--- src/hw/pxc_pkg.sv ---
package pxc_pkg;

  localparam int unsigned CFG_ADDR_W = 8;

  localparam logic [7:0] OFS_STATUS_DWORD = 8'h04;
  localparam logic [7:0] OFS_PCIX_CAP     = 8'he4;
  localparam logic [7:0] OFS_PCIX_STATUS  = 8'he8;

  localparam logic [7:0] PCIX_CAP_ID      = 8'h07;
  localparam logic [7:0] NEXT_PTR_MSI     = 8'hf0;
  localparam logic [7:0] NEXT_PTR_END     = 8'h00;

  localparam int unsigned STAT_INT_BIT    = 3;
  localparam int unsigned STAT_CAP_BIT    = 4;
  localparam int unsigned STAT_66_BIT     = 5;
  localparam int unsigned STAT_UDF_BIT    = 6;
  localparam int unsigned STAT_FB2B_BIT   = 7;
  localparam int unsigned STAT_DPR_BIT    = 8;
  localparam int unsigned STAT_DEVSEL_LO  = 9;
  localparam int unsigned STAT_STA_BIT    = 11;
  localparam int unsigned STAT_RTA_BIT    = 12;
  localparam int unsigned STAT_RMA_BIT    = 13;
  localparam int unsigned STAT_SSE_BIT    = 14;
  localparam int unsigned STAT_DPE_BIT    = 15;
  localparam logic [1:0]  DEVSEL_MEDIUM   = 2'h1;

  localparam logic [15:0] PCIX_CMD_WR_MASK = 16'h007f;
  localparam logic [15:0] PCIX_CMD_RESET   = 16'h0002;
  localparam logic [12:0] READ_BYTES_BASE  = 13'h0200;

  // Sticky error flags of the status word, also used as the event vector.
  typedef struct packed {
    logic detected_parity;
    logic signaled_system_error;
    logic received_master_abort;
    logic received_target_abort;
    logic signaled_target_abort;
    logic data_parity_reported;
  } pxc_flags_type;

  typedef struct packed {
    logic [8:0] reserved;
    logic [2:0] split_code;
    logic [1:0] read_code;
    logic       relaxed_order_enable;
    logic       parity_recovery_enable;
  } pxc_cmd_type;

endpackage

--- src/hw/pxc_config_regs.sv ---
`timescale 1ns/1ps
// Overview of operation
// - Status bit 3 follows the internal interrupt while the variant implements it.
// - A pending interrupt with interrupt-disable clear drives the interrupt pin or stream.
// - Status bit 4 reads one: a capabilities list is present.
// - Status bit 5 reads one: the device runs at 66 MHz.
// - Status bit 6, user-definable features, reads zero.
// - Status bit 7 reads FAST_B2B_CAPABLE in PCI mode and zero in PCI-X mode.
// - Status bits 8 and 11 to 15 are error flags resetting to zero.
// - Status bits 10:9 read 01, medium select timing.
// - PCI-X registers are accessible always; command bits 1:0 act only in PCI-X mode.
// - Capability dword sits at E4h: ID, next pointer, command; status at E8h.
// - Capability ID byte is read-only and returns 7.
// - Next pointer returns F0, or zero when message interrupts are disabled in PCI mode.
// - Command bit 0 set selects parity recovery over system error; resets zero.
// - Command bit 0 clear: each new data parity flag pulses system error if enabled.
// - Command bit 1 resets to one and enables the relaxed-ordering attribute.
// - Command bits 3:2 cap read sequences at 512, 1024, 2048 or 4096 bytes.
// - Command bits 15:7 read zero.
// - The int_disable input suppresses signalling of the pending interrupt.
module pxc_config_regs
  import pxc_pkg::*;
#(
  parameter bit INT_STATUS_IMPL  = 1'b1,
  parameter bit FAST_B2B_CAPABLE = 1'b0,
  parameter bit USE_STREAM_PORT  = 1'b0
) (
  input  wire logic                  clk,
  input  wire logic                  reset,
  input  wire logic                  cfg_rd,
  input  wire logic                  cfg_wr,
  input  wire logic [CFG_ADDR_W-1:0] cfg_addr,
  input  wire logic [3:0]            cfg_byte_en,
  input  wire logic [31:0]           cfg_wdata,
  output logic                       cfg_hit,
  output logic                       cfg_rvalid,
  output logic      [31:0]           cfg_rdata,
  input  wire logic                  pcix_mode,
  input  wire logic                  msi_nvm_disable,
  input  wire logic                  serr_enable,
  input  wire logic                  int_disable,
  input  wire logic                  int_pending,
  input  wire pxc_flags_type         bus_events,
  input  wire logic                  split_request,
  input  wire logic                  split_complete,
  output logic                       split_grant,
  output logic                       inta_n_o,
  output logic                       inta_oe,
  output logic                       stream_int_valid,
  output logic                       stream_int_level,
  output logic                       serr_n_o,
  output logic                       serr_oe,
  output logic                       parity_recovery_active,
  output logic                       relaxed_order_enable,
  output logic      [12:0]           max_read_bytes,
  output logic      [5:0]            split_limit,
  output logic                       msi_visible
);

  function automatic logic [15:0] lane_mask(input logic [1:0] be, input logic [15:0] d);
    lane_mask = {be[1] ? d[15:8] : 8'h00, be[0] ? d[7:0] : 8'h00};
  endfunction

  function automatic logic [12:0] read_bytes(input logic [1:0] code);
    read_bytes = READ_BYTES_BASE << code;
  endfunction

  function automatic logic [5:0] split_count(input logic [2:0] code);
    case (code)
      3'h0: split_count = 6'h01;
      3'h1: split_count = 6'h02;
      3'h2: split_count = 6'h03;
      3'h3: split_count = 6'h04;
      3'h4: split_count = 6'h08;
      3'h5: split_count = 6'h0c;
      3'h6: split_count = 6'h10;
      default: split_count = 6'h20;
    endcase
  endfunction

  pxc_flags_type flags_reg;
  pxc_flags_type flags_next;
  pxc_flags_type flags_clear;
  pxc_cmd_type   cmd_reg;
  logic [15:0]   cmd_next;
  logic [15:0]   status_word;
  logic [15:0]   stat_wr_ones;
  logic [15:0]   cmd_wr_bits;
  logic [15:0]   cmd_wr_lanes;
  logic [7:0]    next_ptr;
  logic          hit_status;
  logic          hit_cap;
  logic          msi_off_reg;
  logic          dpr_prev_reg;
  logic          serr_pulse_reg;
  logic          intr_level;
  logic          intr_level_reg;
  logic          split_busy_reg;
  logic          recovery_on;

  assign hit_status = (cfg_addr == OFS_STATUS_DWORD);
  assign hit_cap    = (cfg_addr == OFS_PCIX_CAP);
  // The PCI-X status dword and the command half of 04h are answered by their own logic.
  assign cfg_hit    = hit_status | hit_cap;

  // Parity recovery and relaxed ordering only act in PCI-X mode; read and split limits always apply.
  assign recovery_on = cmd_reg.parity_recovery_enable & pcix_mode;

  always_comb begin
    status_word                              = 16'h0000;
    status_word[STAT_INT_BIT]                = INT_STATUS_IMPL & int_pending;
    status_word[STAT_CAP_BIT]                = 1'b1;
    status_word[STAT_66_BIT]                 = 1'b1;
    status_word[STAT_UDF_BIT]                = 1'b0;
    status_word[STAT_FB2B_BIT]               = FAST_B2B_CAPABLE & ~pcix_mode;
    status_word[STAT_DPR_BIT]                = flags_reg.data_parity_reported;
    status_word[STAT_DEVSEL_LO+1:STAT_DEVSEL_LO] = DEVSEL_MEDIUM;
    status_word[STAT_STA_BIT]                = flags_reg.signaled_target_abort;
    status_word[STAT_RTA_BIT]                = flags_reg.received_target_abort;
    status_word[STAT_RMA_BIT]                = flags_reg.received_master_abort;
    status_word[STAT_SSE_BIT]                = flags_reg.signaled_system_error;
    status_word[STAT_DPE_BIT]                = flags_reg.detected_parity;
  end

  // Message interrupts can only be hidden in conventional mode.
  assign next_ptr = (msi_off_reg & ~pcix_mode) ? NEXT_PTR_END : NEXT_PTR_MSI;

  // Status clears: a written one clears, a zero or a disabled lane leaves the flag alone.
  assign stat_wr_ones = (cfg_wr & hit_status) ?
                        lane_mask(cfg_byte_en[3:2], cfg_wdata[31:16]) : 16'h0000;

  always_comb begin
    flags_clear.detected_parity       = stat_wr_ones[STAT_DPE_BIT];
    flags_clear.signaled_system_error = stat_wr_ones[STAT_SSE_BIT];
    flags_clear.received_master_abort = stat_wr_ones[STAT_RMA_BIT];
    flags_clear.received_target_abort = stat_wr_ones[STAT_RTA_BIT];
    flags_clear.signaled_target_abort = stat_wr_ones[STAT_STA_BIT];
    flags_clear.data_parity_reported  = stat_wr_ones[STAT_DPR_BIT];
  end

  // An event in the same cycle as its clear wins, so no error goes unseen.
  always_comb begin
    flags_next = (flags_reg & ~flags_clear) | bus_events;
    flags_next.signaled_system_error = flags_next.signaled_system_error | serr_pulse_reg;
  end

  always_ff @(posedge clk or posedge reset) begin
    if (reset) begin
      flags_reg <= '0;
    end else begin
      flags_reg <= flags_next;
    end
  end

  // Only bits 6:0 hold state; the upper bits always read zero.
  assign cmd_wr_lanes = (cfg_wr & hit_cap) ?
                        lane_mask(cfg_byte_en[3:2], 16'hffff) : 16'h0000;
  assign cmd_wr_bits  = cmd_wr_lanes & PCIX_CMD_WR_MASK;
  assign cmd_next     = (cmd_reg & ~cmd_wr_bits) | (cfg_wdata[31:16] & cmd_wr_bits);

  always_ff @(posedge clk or posedge reset) begin
    if (reset) begin
      cmd_reg <= PCIX_CMD_RESET;
    end else begin
      cmd_reg <= cmd_next;
    end
  end

  // The nonvolatile option is a level caught after reset release, never under it.
  always_ff @(posedge clk or posedge reset) begin
    if (reset) begin
      msi_off_reg <= 1'b0;
    end else begin
      msi_off_reg <= msi_nvm_disable;
    end
  end

  always_ff @(posedge clk or posedge reset) begin
    if (reset) begin
      cfg_rvalid <= 1'b0;
      cfg_rdata  <= 32'h0000_0000;
    end else begin
      cfg_rvalid <= cfg_rd;
      if (cfg_rd & hit_status) begin
        cfg_rdata <= {status_word, 16'h0000};
      end else if (cfg_rd & hit_cap) begin
        cfg_rdata <= {cmd_reg, next_ptr, PCIX_CAP_ID};
      end else begin
        cfg_rdata <= 32'h0000_0000;
      end
    end
  end

  // System error is a one-clock pulse per rising parity flag.
  always_ff @(posedge clk or posedge reset) begin
    if (reset) begin
      dpr_prev_reg   <= 1'b0;
      serr_pulse_reg <= 1'b0;
    end else begin
      dpr_prev_reg   <= flags_reg.data_parity_reported;
      serr_pulse_reg <= flags_reg.data_parity_reported & ~dpr_prev_reg
                        & serr_enable & ~recovery_on;
    end
  end

  assign serr_oe  = serr_pulse_reg;
  assign serr_n_o = 1'b0;

  always_ff @(posedge clk or posedge reset) begin
    if (reset) begin
      parity_recovery_active <= 1'b0;
    end else begin
      parity_recovery_active <= flags_reg.data_parity_reported & recovery_on;
    end
  end

  assign intr_level = int_pending & ~int_disable;

  always_ff @(posedge clk or posedge reset) begin
    if (reset) begin
      intr_level_reg   <= 1'b0;
      inta_oe          <= 1'b0;
      stream_int_valid <= 1'b0;
      stream_int_level <= 1'b0;
    end else begin
      intr_level_reg   <= intr_level;
      inta_oe          <= intr_level & ~USE_STREAM_PORT;
      stream_int_valid <= USE_STREAM_PORT & (intr_level != intr_level_reg);
      stream_int_level <= intr_level;
    end
  end

  assign inta_n_o = 1'b0;

  always_ff @(posedge clk or posedge reset) begin
    if (reset) begin
      relaxed_order_enable <= 1'b0;
      max_read_bytes       <= READ_BYTES_BASE;
      split_limit          <= 6'h01;
      msi_visible          <= 1'b1;
    end else begin
      relaxed_order_enable <= cmd_reg.relaxed_order_enable & pcix_mode;
      max_read_bytes       <= read_bytes(cmd_reg.read_code);
      split_limit          <= split_count(cmd_reg.split_code);
      msi_visible          <= (next_ptr == NEXT_PTR_MSI);
    end
  end

  // The programmed limit is advisory; the engine never runs two splits at once.
  assign split_grant = split_request & ~split_busy_reg;

  always_ff @(posedge clk or posedge reset) begin
    if (reset) begin
      split_busy_reg <= 1'b0;
    end else if (split_grant) begin
      split_busy_reg <= 1'b1;
    end else if (split_complete) begin
      split_busy_reg <= 1'b0;
    end
  end
endmodule

--- config.mk ---
export PLATFORM = sky130hd
export DESIGN_NAME = pxc_config_regs
export DESIGN_NICKNAME = d
export VERILOG_FILES = /design/src/hw/pxc_pkg.sv /design/src/hw/pxc_config_regs.sv
export SDC_FILE = /design/constraint.sdc
export NUM_CORES = 1
export LEC_CHECK = 0
export ABC_CLOCK_PERIOD_IN_PS = 1600
export BUFFER_PORTS_ARGS = -buffer_cell sky130_fd_sc_hd__buf_2
export CORE_AREA = 2 2 72 74
export CTS_CLUSTER_DIAMETER = 150
export CTS_CLUSTER_SIZE = 20
export DETAILED_ROUTE_END_ITERATION = 6
export DIE_AREA = 0 0 74 76
export PLACE_DENSITY = 0.78
export SLEW_MARGIN = 15
export SYNTH_ARGS = -nofsm -noshare
export SYNTH_HDL_FRONTEND = slang
export SYNTH_SLANG_ARGS = --single-unit
--- constraint.sdc ---
create_clock -name clk -period 1.6 [get_ports clk]
set_input_delay 0.16 -clock clk [delete_from_list [all_inputs] [get_ports clk]]
set_output_delay 0.16 -clock clk [all_outputs]
set_load 0.005 [all_outputs]
# Word-level counts from Yosys, hierarchy flattened
# Cells that the tools add are included.
dict set report op_classes {
  add_sub_neg 0
  multipliers 0
  n_div 0
  n_lt_le_gt_ge 0
  eq_ne 9
  shifts 1
  mux 11
  n_bitwise 27
  n_reduce_logical 2
}
# op count
set op_table {}
lappend op_table {{32-bit 2-to-1 mux} 2}
lappend op_table {{6-bit one-hot mux with 7 select lines} 1}
lappend op_table {{8-bit 2-to-1 mux} 3}
lappend op_table {{16-bit bitwise AND} 1}
lappend op_table {{16-bit by 7-bit bitwise AND with 16-bit output} 1}
lappend op_table {{8-bit equality test, second input constant} 2}
lappend op_table {{16-bit 2-to-1 mux} 1}
lappend op_table {{7-bit inverter with 16-bit output} 1}
lappend op_table {{16-bit OR} 1}
lappend op_table {{7-bit 2-to-1 mux} 2}
lappend op_table {{1-bit bitwise AND} 13}
lappend op_table {{10-bit by 2-bit << shifter with 13-bit output, first input constant} 1}
lappend op_table {{3-bit equality test, second input constant} 3}
lappend op_table {{8-bit by 3-bit equality test with 1-bit output, second input constant} 1}
lappend op_table {{6-bit bitwise AND} 1}
lappend op_table {{3-bit by 2-bit equality test with 1-bit output, second input constant} 2}
lappend op_table {{6-bit inverter} 1}
lappend op_table {{6-bit OR} 1}
lappend op_table {{1-bit inverter} 5}
lappend op_table {{3-bit by 1-bit equality test with 1-bit output, second input constant} 1}
lappend op_table {{3-bit logical NOT} 1}
lappend op_table {{1-bit 2-to-1 mux} 2}
lappend op_table {{1-bit OR} 2}
lappend op_table {{2-bit nonzero test} 1}
dict set report totals {
  regBits 82
  latchBits 0
  ram_bits 0
  mem_bits_ro 0
  input_bits 61
  out_inout_bits 63
  word_cells 73
  n_memories 0
}

# Longest topological paths before layout
# Gate-level depths: netlist (run 1).
dict set report depth {
  depth_word 7
  depth_mapped 4
  mapped_depth_nobuf 3
}

# Worst setup path before layout (run 1)
# Ideal clock, no wire load.
dict set report synth_path {
  kind {input to register}
  start {input port cfg_addr[1]}
  end {register (tool-made name)}
  setup_time_ps 125
  arrival_time_ps 1494
  t_required_ps 1475
  setup_slack_ps -19
  stages 3
  path_buffers 0
  cell_sequence {or4b_4 -> nor4_4 -> mux2_2}
}
# element line_no
set synth_rtl {}
lappend synth_rtl {{from (decl)} pxc_config_regs.sv:32} ;# input wire logic [CFG_ADDR_W-1:0] cfg_addr,

# Worst setup path in the final report (run 1)
dict set report layout_path {
  start {input port cfg_addr[1]}
  end {output port cfg_hit}
}
dict set report layout_between {
  elab_chain_cells 2
  word_cells_on_any_way 3
  classes_between {eq/ne (2); bitwise (1)}
}
# element line_no
set layout_lines {}
lappend layout_lines {{8-bit by 3-bit equality test with 1-bit output or 8-bit equality test (tied branches)} {pxc_config_regs.sv:101, pxc_config_regs.sv:102}}
lappend layout_lines {{1-bit OR *} pxc_config_regs.sv:104} ;# assign cfg_hit = hit_status | hit_cap;
lappend layout_lines {{to (decl)} pxc_config_regs.sv:35} ;# output logic cfg_hit,
# Every way passes the cells marked *; elsewhere a longest branch is shown, timed or not.

==> results, run 1 <==
- The final-layout setup total negative slack is 0 ns.
- The worst setup path is of the input pin to output port kind.
- The depth of the worst register-to-register path is 2.
- No sink is reached through more buffers than the 2 on the longest clock path.
- The aggregate routed wire length is 3600 um.
- The H-tree was split into 2 levels.
- The worst-case IR drop observed on VDD is 324 uV.
- The max-slew violation count is 0.
- The path with the worst hold slack has its endpoint at split_busy_reg$_DFFE_PP0P_.
- TritonCTS built the clock tree.
- The number of enable flip-flop cells after synthesis is 0.
- Walking the worst path, the cells encountered are buf_2 > or4b_4 > buf_4 > a211oi_1 > buf_2.
- The worst hold path begins at split_complete.
- The insertion delay to the later sink of the worst-skew pair is 0.30 ns.
- The reg-to-reg critical path endpoint is split_limit[2]$_DFF_PP0_.
- The via count of the first global-routing pass came to around 1.2k.
- Measured along the x axis, the die boundary spans 74 um.
- The half-perimeter wire length of the detailed placement result is 2730 um.
- The setup slack of the most critical reg-to-reg path is 0.69 ns.
- During synthesis, Yosys emitted a total of 0 warnings.
- Data on the critical path is required at its endpoint by 1.44 ns.
- Once placement finished, the instance area stood at 0.00237 mm2.
- The cell area after synthesis is 0.00197 mm2.
- The count of nets left with antenna violations once routing finished came out at 0.
- The finished layout holds 314 standard cells, fillers aside.
- Setup repair after global routing left no endpoint under its margin.
- Once the clock tree was built, the setup fixing pass inserted 0 buffers.
- The total chip power is 2.12 mW.
- The last weighted congestion value of the routability-driven placer is approximately 0.73.
- The wire length of the first global-routing pass is between 5000 and 6000 um.
- Clock tree synthesis found a total of 48 sinks.
- By instance count, the cell type seen most on the critical path is sky130_fd_sc_hd__buf_2.
- By area the synthesized netlist is led by sky130_fd_sc_hd__dfrtp_1 (56%), sky130_fd_sc_hd__buf_4 (11%), sky130_fd_sc_hd__dfstp_2 (5.3%).
- Summing over every cut layer, the via total after detailed routing is 1,350.
- The synthesis-stage register bit count is 48.
- The detailed router finished its first iteration with 32 violations.
- Dividing the detail-routed via count by the number of cells gives between 4 and 5.
- Across every metal layer, demand over resource in global routing totals 0.133.
- The most used flip-flop cell after synthesis is sky130_fd_sc_hd__dfrtp_1.
- Dividing the final minimum period by the clock period gives 0.928.
- The die covers 0.00562 mm2.
- On the final layout, the worst clock skew is between 0.004 and 0.005 ns.
- The average instance in the mapped netlist occupies 12.7 um2.
- The number of hold violations in the final report came to 0.
- Of the cells placed in the final design, the portion with a size suffix greater than 1 is 0.447.
- The largest stage delay on the critical path is 0.55 ns.
- The sequential fraction of the synthesis area is 0.612.
- The iteration count of the initial detailed-routing pass is 4.
- Before CTS, the worst setup slack after placement is -0.130 ns.
- Dividing total power by cell area gives a power density of 848 mW/mm2.
- For this run, design rule violations remaining after detail routing come to 0.
- In this run the worst hold path is classified as input pin to flip-flop.
- The post-placement cell count is 302.
- For the worst setup path, the data arrival time is 1.32 ns.
- The CTS root buffer is sky130_fd_sc_hd__clkbuf_8.
- In this run the static leakage power is 1.34 nW.
- Timing would allow up to 674 MHz.
- After layout, the worst setup slack is around 0.12 ns.
- 0 antenna diodes ended up in the layout.
- The per-cell routed wire length is 11.4 um.
- The number of cells on the worst hold path is 2.
- The initial utilization of the core area, before any placement, comes to 0.401.
- The number of core rows is 26.
- In this run, distinct cell masters in the synthesized netlist total 28.
- 124 I/O pins were placed.
- The area growth from synthesis to layout is 26.9%.
- The cell area after layout is 0.00250 mm2.
- The critical path launch point type is an input pin.
- The critical path's slowest cell is sky130_fd_sc_hd__or4b_4.
- The area of the core is roughly 0.0049 mm2.
- Across all hold checks on the routed design, the worst slack comes to 0.0328 ns.
- The share of synthesized area in the top cell type comes to 0.559.
- Measured on the finished design, the core utilization comes to 0.509.
- For this run, the post-layout net count is 304.
- Counting flops with an async set or reset pin after synthesis yields a share of 1.00.
- The floorplan step set the die height to approximately 76 um.
- The number of antenna violations at the first check in global routing is 0.
- During placement, the flow inserted port buffers numbering between 70 and 80.
- Synthesis produced a netlist whose cell count is 155.
- STA classifies the critical path endpoint as an output port.
- The shortest clock period the worst path allows after layout is 1.48 ns.
- Entering global routing, the biggest net connects 31 pins.
- Along the worst path, the maximum fanout reaches 3.
- The flow ran to the end, and the final reports show no timing, DRC or antenna violations.
- Of all cell types, the one taking the most synthesized area is sky130_fd_sc_hd__dfrtp_1.
- The number of buffers created by CTS is 5.
- The max-capacitance violation count is 0.
- The clock transition time at the flip-flop clock pins of the worst setup and hold paths is 0.08 ns.
- Global routing finished with a remaining overflow of 0.
- The number of endpoints failing setup at the final stage is 0.
==> worst max-delay path, delay by kind of cell <==
kind | cells | cell delay [ns]
and+or+nand+nor | 1 | 0.55
buffers and inverters | 3 | 0.43
AOI/OAI and AO/OA | 1 | 0.19
==> how the worst max path moves through the flow <==
stage / from / end / depth (start not counted)
final: cfg_addr[1] / cfg_hit / 5
after global routing: cfg_addr[1] / cfg_hit / 5
after CTS: cfg_addr[1] / cfg_hit / 5
after detailed placement: cfg_addr[1] / flip-flop / 5
after global placement: cfg_addr[1] / flip-flop / 5
after floorplan: cfg_addr[1] / flip-flop / 3
==> area by class of cell <==
cell class / instances / area [um2]
well taps: 70 / 87.6
multi-input cells: 95 / 609
flip-flops and latches: 48 / 1210
clock buffers: 5 / 68.8
clock inverters: 3 / 18.8
repair buffers: 89 / 493
inverters: 4 / 15.0
fillers: 428 / 2410
==> synthesized netlist by cell type (all sizes together), types with 3 or more instances <==
cell	count
a21oi	3
and2	13
and3	3
buf	29
dfrtp	44
dfstp	4
inv	4
mux2	7
nand3	3
nand3b	5
nor2	9
nor2b	6
nor4	3
o32a	6
==> cell usage in the layout (no fill, tap or decap), drive strengths merged <==
cell	instances
nor3	1
and3	3
nor2b	6
o21a	1
a21oi	3
nand4	2
conb	23
or3	1
or4b	1
nor2	9
xnor2	1
and2	13
mux2	7
inv	4
nor4	3
nand3	3
a22oi	1
nor4b	1
clkbuf	5
dfrtp	44
buf	85
a211oi	2
clkinv	3
o32a	6
dfstp	4
dlygate4sd3	4
nand2	2
nand3b	5
nand2b	1
==> layer usage <==
metal  track usage  part of all wire  vias to the layer above
li1              -                 -                      657
met1         0.165              0.42                      628
met2         0.217              0.49                       60
met3        0.0357             0.069                        5
met4        0.0545             0.018                        0
met5             0                 0                        -
==> power breakdown <==
group	internal [mW]	switching, mW	total [mW]
sequential	1.24	0.0122	1.25
clock	0.305	0.395	0.699
combinational	0.0787	0.0913	0.170
total	1.62	0.498	2.12
==> logic make-up (layout without fill, tap and decap cells) <==
kind of cell,count (synthesis),in the layout,share of synthesized area
AOI/OAI and AO/OA,13,13,0.0534
other,1,23,0.00190
xor gates and xnor gates,1,1,0.00445
and+or+nand+nor,51,51,0.168
DFF,48,48,0.612
muxes,7,7,0.0400
buffers and inverters,34,101,0.120
==> repair_timing <==
| action | in CTS | in global routing |
|---|---|---|
| endpoints found under the setup margin | 0 | 0 |
| hold endpoints to repair | 19 | 0 |
| resized for setup | 0 | 0 |
| hold buffers | 4 | 0 |
Note: power is estimated with default switching activity, not from simulation.
==> run 2: changes to the inputs <==
Settings changed: ABC_CLOCK_PERIOD_IN_PS 1600 to 1700.
Clock period 1.6 ns to 1.7 ns, I/O delays scaled along.
==> run 2 against run 1 <==
  * Highest routed layer unchanged
  * Setup slack improved by 0.055 ns
  * Routed wire length rose by 0.95%
  * Combinational power fell by 7%
  * Count of clock-buffer cells in the layout did not move
  * Via count fell by 0.22%
  * Critical path type unchanged
  * Design area fell by 0.40%
  * Register-to-register slack improved by 0.10 ns
  * Clock skew barely moved
  * First-iteration DRC count rose by 9.4%
==> results, run 2 (same netlist as run 1, synthesis figures left out) <==
- The floorplan step set the die width to roughly 74 um.
- Post-CTS timing repair inserted 0 buffers for setup.
- The worst setup path category is input pin to output port.
- The leftover overflow at the end of global routing is 0.
- The capture point of the worst path is cfg_hit.
- The finished cells cover 0.00249 mm2.
- The number of port buffers is 79.
- The TritonCTS sink count is between 40 and 50.
- The worst-case IR drop observed on VDD is 276 uV.
- Setup repair after global routing left no endpoint under its margin.
- TritonCTS built the clock tree.
- TritonCTS created 5 clock buffers.
- The sequential cell area in the final layout is 0.00121 mm2.
- The shortest clock period the worst path allows after layout is 1.53 ns.
- The diode insertion count for antenna repair is 0.
- For this run, the top clock speed supported by timing is between 600 and 700 MHz.
- After the first detailed-routing iteration, the DRC count stood at 35.
- The die is 76 um tall.
- The wire-length estimate of the detail-placed layout is around 2800 um.
- The residual DRC count is 0.
- The worst setup path is captured at an output port.
- The number of ports placed on the die boundary is 124.
- The worst min-delay path class is input pin to flip-flop.
- The layout filler cell count is 451.
- After floorplanning, the core was divided into 26 placement rows.
- The top cell types in the final layout, fill and taps aside, are sky130_fd_sc_hd__buf_2 (79), sky130_fd_sc_hd__dfrtp_1 (44), sky130_fd_sc_hd__conb_1 (23).
- No sink is reached through more buffers than the 2 on the longest clock path.
- The critical path launch point type is an input pin.
- The total routing resource utilization after global routing is 0.132.
- The post-detailed-route count of antenna-violating nets is 0.
- Between clock sinks in the finished design, the worst skew comes to 0.00470 ns.
- The max-capacitance violation count is 0.
- For the worst setup path, the data required time is 1.53 ns.
- The maximum number of pins on one net before global-route repair is 30.
- The net count reported at finish is 303.
- The total die area is 0.00562 mm2.
- At the end of routability-driven placement, the weighted congestion stood at roughly 0.76.
- The final cycle utilization of the critical path is 0.899.
- The region available for standard cell placement spans 0.00491 mm2.
- The total of hold buffers inserted after clock tree synthesis is 2.
- The via count of the first global-routing pass was roughly 1.3k.
- The total number of vias is 1,347.
- The flow ran to the end, and the final reports show no timing, DRC or antenna violations.
- The worst-path maximum fanout is 3.
- The number of hold violations in the final report was 0.
- The reg-to-reg critical path endpoint is split_limit[2]$_DFF_PP0_.
- Before antenna repair, the detailed router went through 4 iterations.
- The area growth from synthesis to layout is 26.4%.
- The aggregate routed wire length is 3630 um.
- The depth of the worst register-to-register path is 2.
- Data arrives at the worst endpoint at about 1.4 ns.
- The leakage power is between 1 and 1.5 nW.
- The H-tree generated during clock tree synthesis spans 2 levels.
- The most common library cell in the layout ignoring fill and taps is sky130_fd_sc_hd__buf_2.
- The number of endpoints failing setup at the final stage is 0.
- The per-cell routed wire length is 11.6 um.
- The max-slew violation count is 0.
- The fraction of final layout cells sized beyond drive strength 1 is 0.449.
- Overall power consumption after layout is estimated at 1.98 mW.
- After detailed placement, the total cell area comes to 0.00237 mm2.
- The first global-routing pass estimated approximately 5600 um of wire.
- The cell area power density is 796 mW/mm2.
- Using the TritonRoute via totals, the vias-per-cell ratio works out to 4.30.
- After clock tree synthesis, the clock-pin slew on the worst setup and hold paths is 0.09 ns.
- The insertion delay to the later sink of the worst-skew pair is 0.29 ns.
- The number of antenna violations at the first check in global routing is 0.
- The CTS root buffer is sky130_fd_sc_hd__clkbuf_8.
- The timing startpoint of the critical path is cfg_addr[1].
- The post-CTS resize count is 0.
- Summing all multi-input logic gate instances after layout gives 609 um2.
- The initial utilization of the core area, before any placement, comes to 0.401.
- Across all register-to-register paths, the minimum setup slack is 0.79 ns.
run 2: changes by cell type in the layout (fill, tap and decap cells not counted), sizes merged:
| cell | before | now |
|---|---|---|
| dlygate4sd3 | 4 | 3 |
run 2: metal layers:
layer  share of wire  up-vias  global-route usage
met5               0        -                   0
met3           0.069        5              0.0384
li1                -      649                   -
met4           0.017        0              0.0545
met1            0.41      633               0.149
met2            0.50       60               0.227
run 2: critical path: stages:
cell	delay (ns)
sky130_fd_sc_hd__buf_2	0.10
sky130_fd_sc_hd__or4b_4	0.55
sky130_fd_sc_hd__buf_4	0.17
sky130_fd_sc_hd__a211oi_1	0.21
sky130_fd_sc_hd__buf_2	0.16
run 2: report_power, final:
part           internal [mW]  total [mW]  switching [mW]
registers               1.16        1.18          0.0117
clock network          0.287       0.648           0.362
logic                 0.0726       0.158          0.0853
total                   1.52        1.98           0.459
run 2: how the worst min path moves through the flow:
stage	slack, ns	end	depth (start not counted)	startpoint
2_1_floorplan	0.20	cfg_rvalid$_DFF_PP0_	0	cfg_rd
3_3_place_gp	0.20	asynchronous set/reset pin	2	reset
3_5_place_dp	0.20	asynchronous set/reset pin	2	reset
4_1_cts	0.004	stream_int_level$_DFF_PP0_	2	int_disable
5_1_grt	0.002	stream_int_level$_DFF_PP0_	2	int_disable
6_report	0.02	stream_int_level$_DFF_PP0_	2	int_disable
run 2: layout make-up:
cell class	count	share of cell area
clock buffer	5	0.0277
clock inverter	3	0.00754
inverter	4	0.00603
multi-input combinational	95	0.245
sequential	48	0.485
tap	70	0.0352
timing repair buffer	88	0.194
run 2: per-stage QoR:
| step | setup TNS (ns) | utilization | cells | hold WS, ns | setup slack, ns |
|---|---|---|---|---|---|
| 2_1_floorplan | 0 | - | 177 | 0.201 | 0.0713 |
| 3_5_place_dp | -0.152 | 0.483 | 302 | 0.201 | -0.0327 |
| 3_3_place_gp | -0.0964 | 0.483 | 302 | 0.195 | -0.0177 |
| 4_1_cts | 0 | 0.505 | 312 | 0.00433 | 0.184 |
| 5_1_grt | 0 | 0.507 | 313 | 0.00205 | 0.141 |
| 6_report | 0 | 0.507 | 313 | 0.0180 | 0.171 |
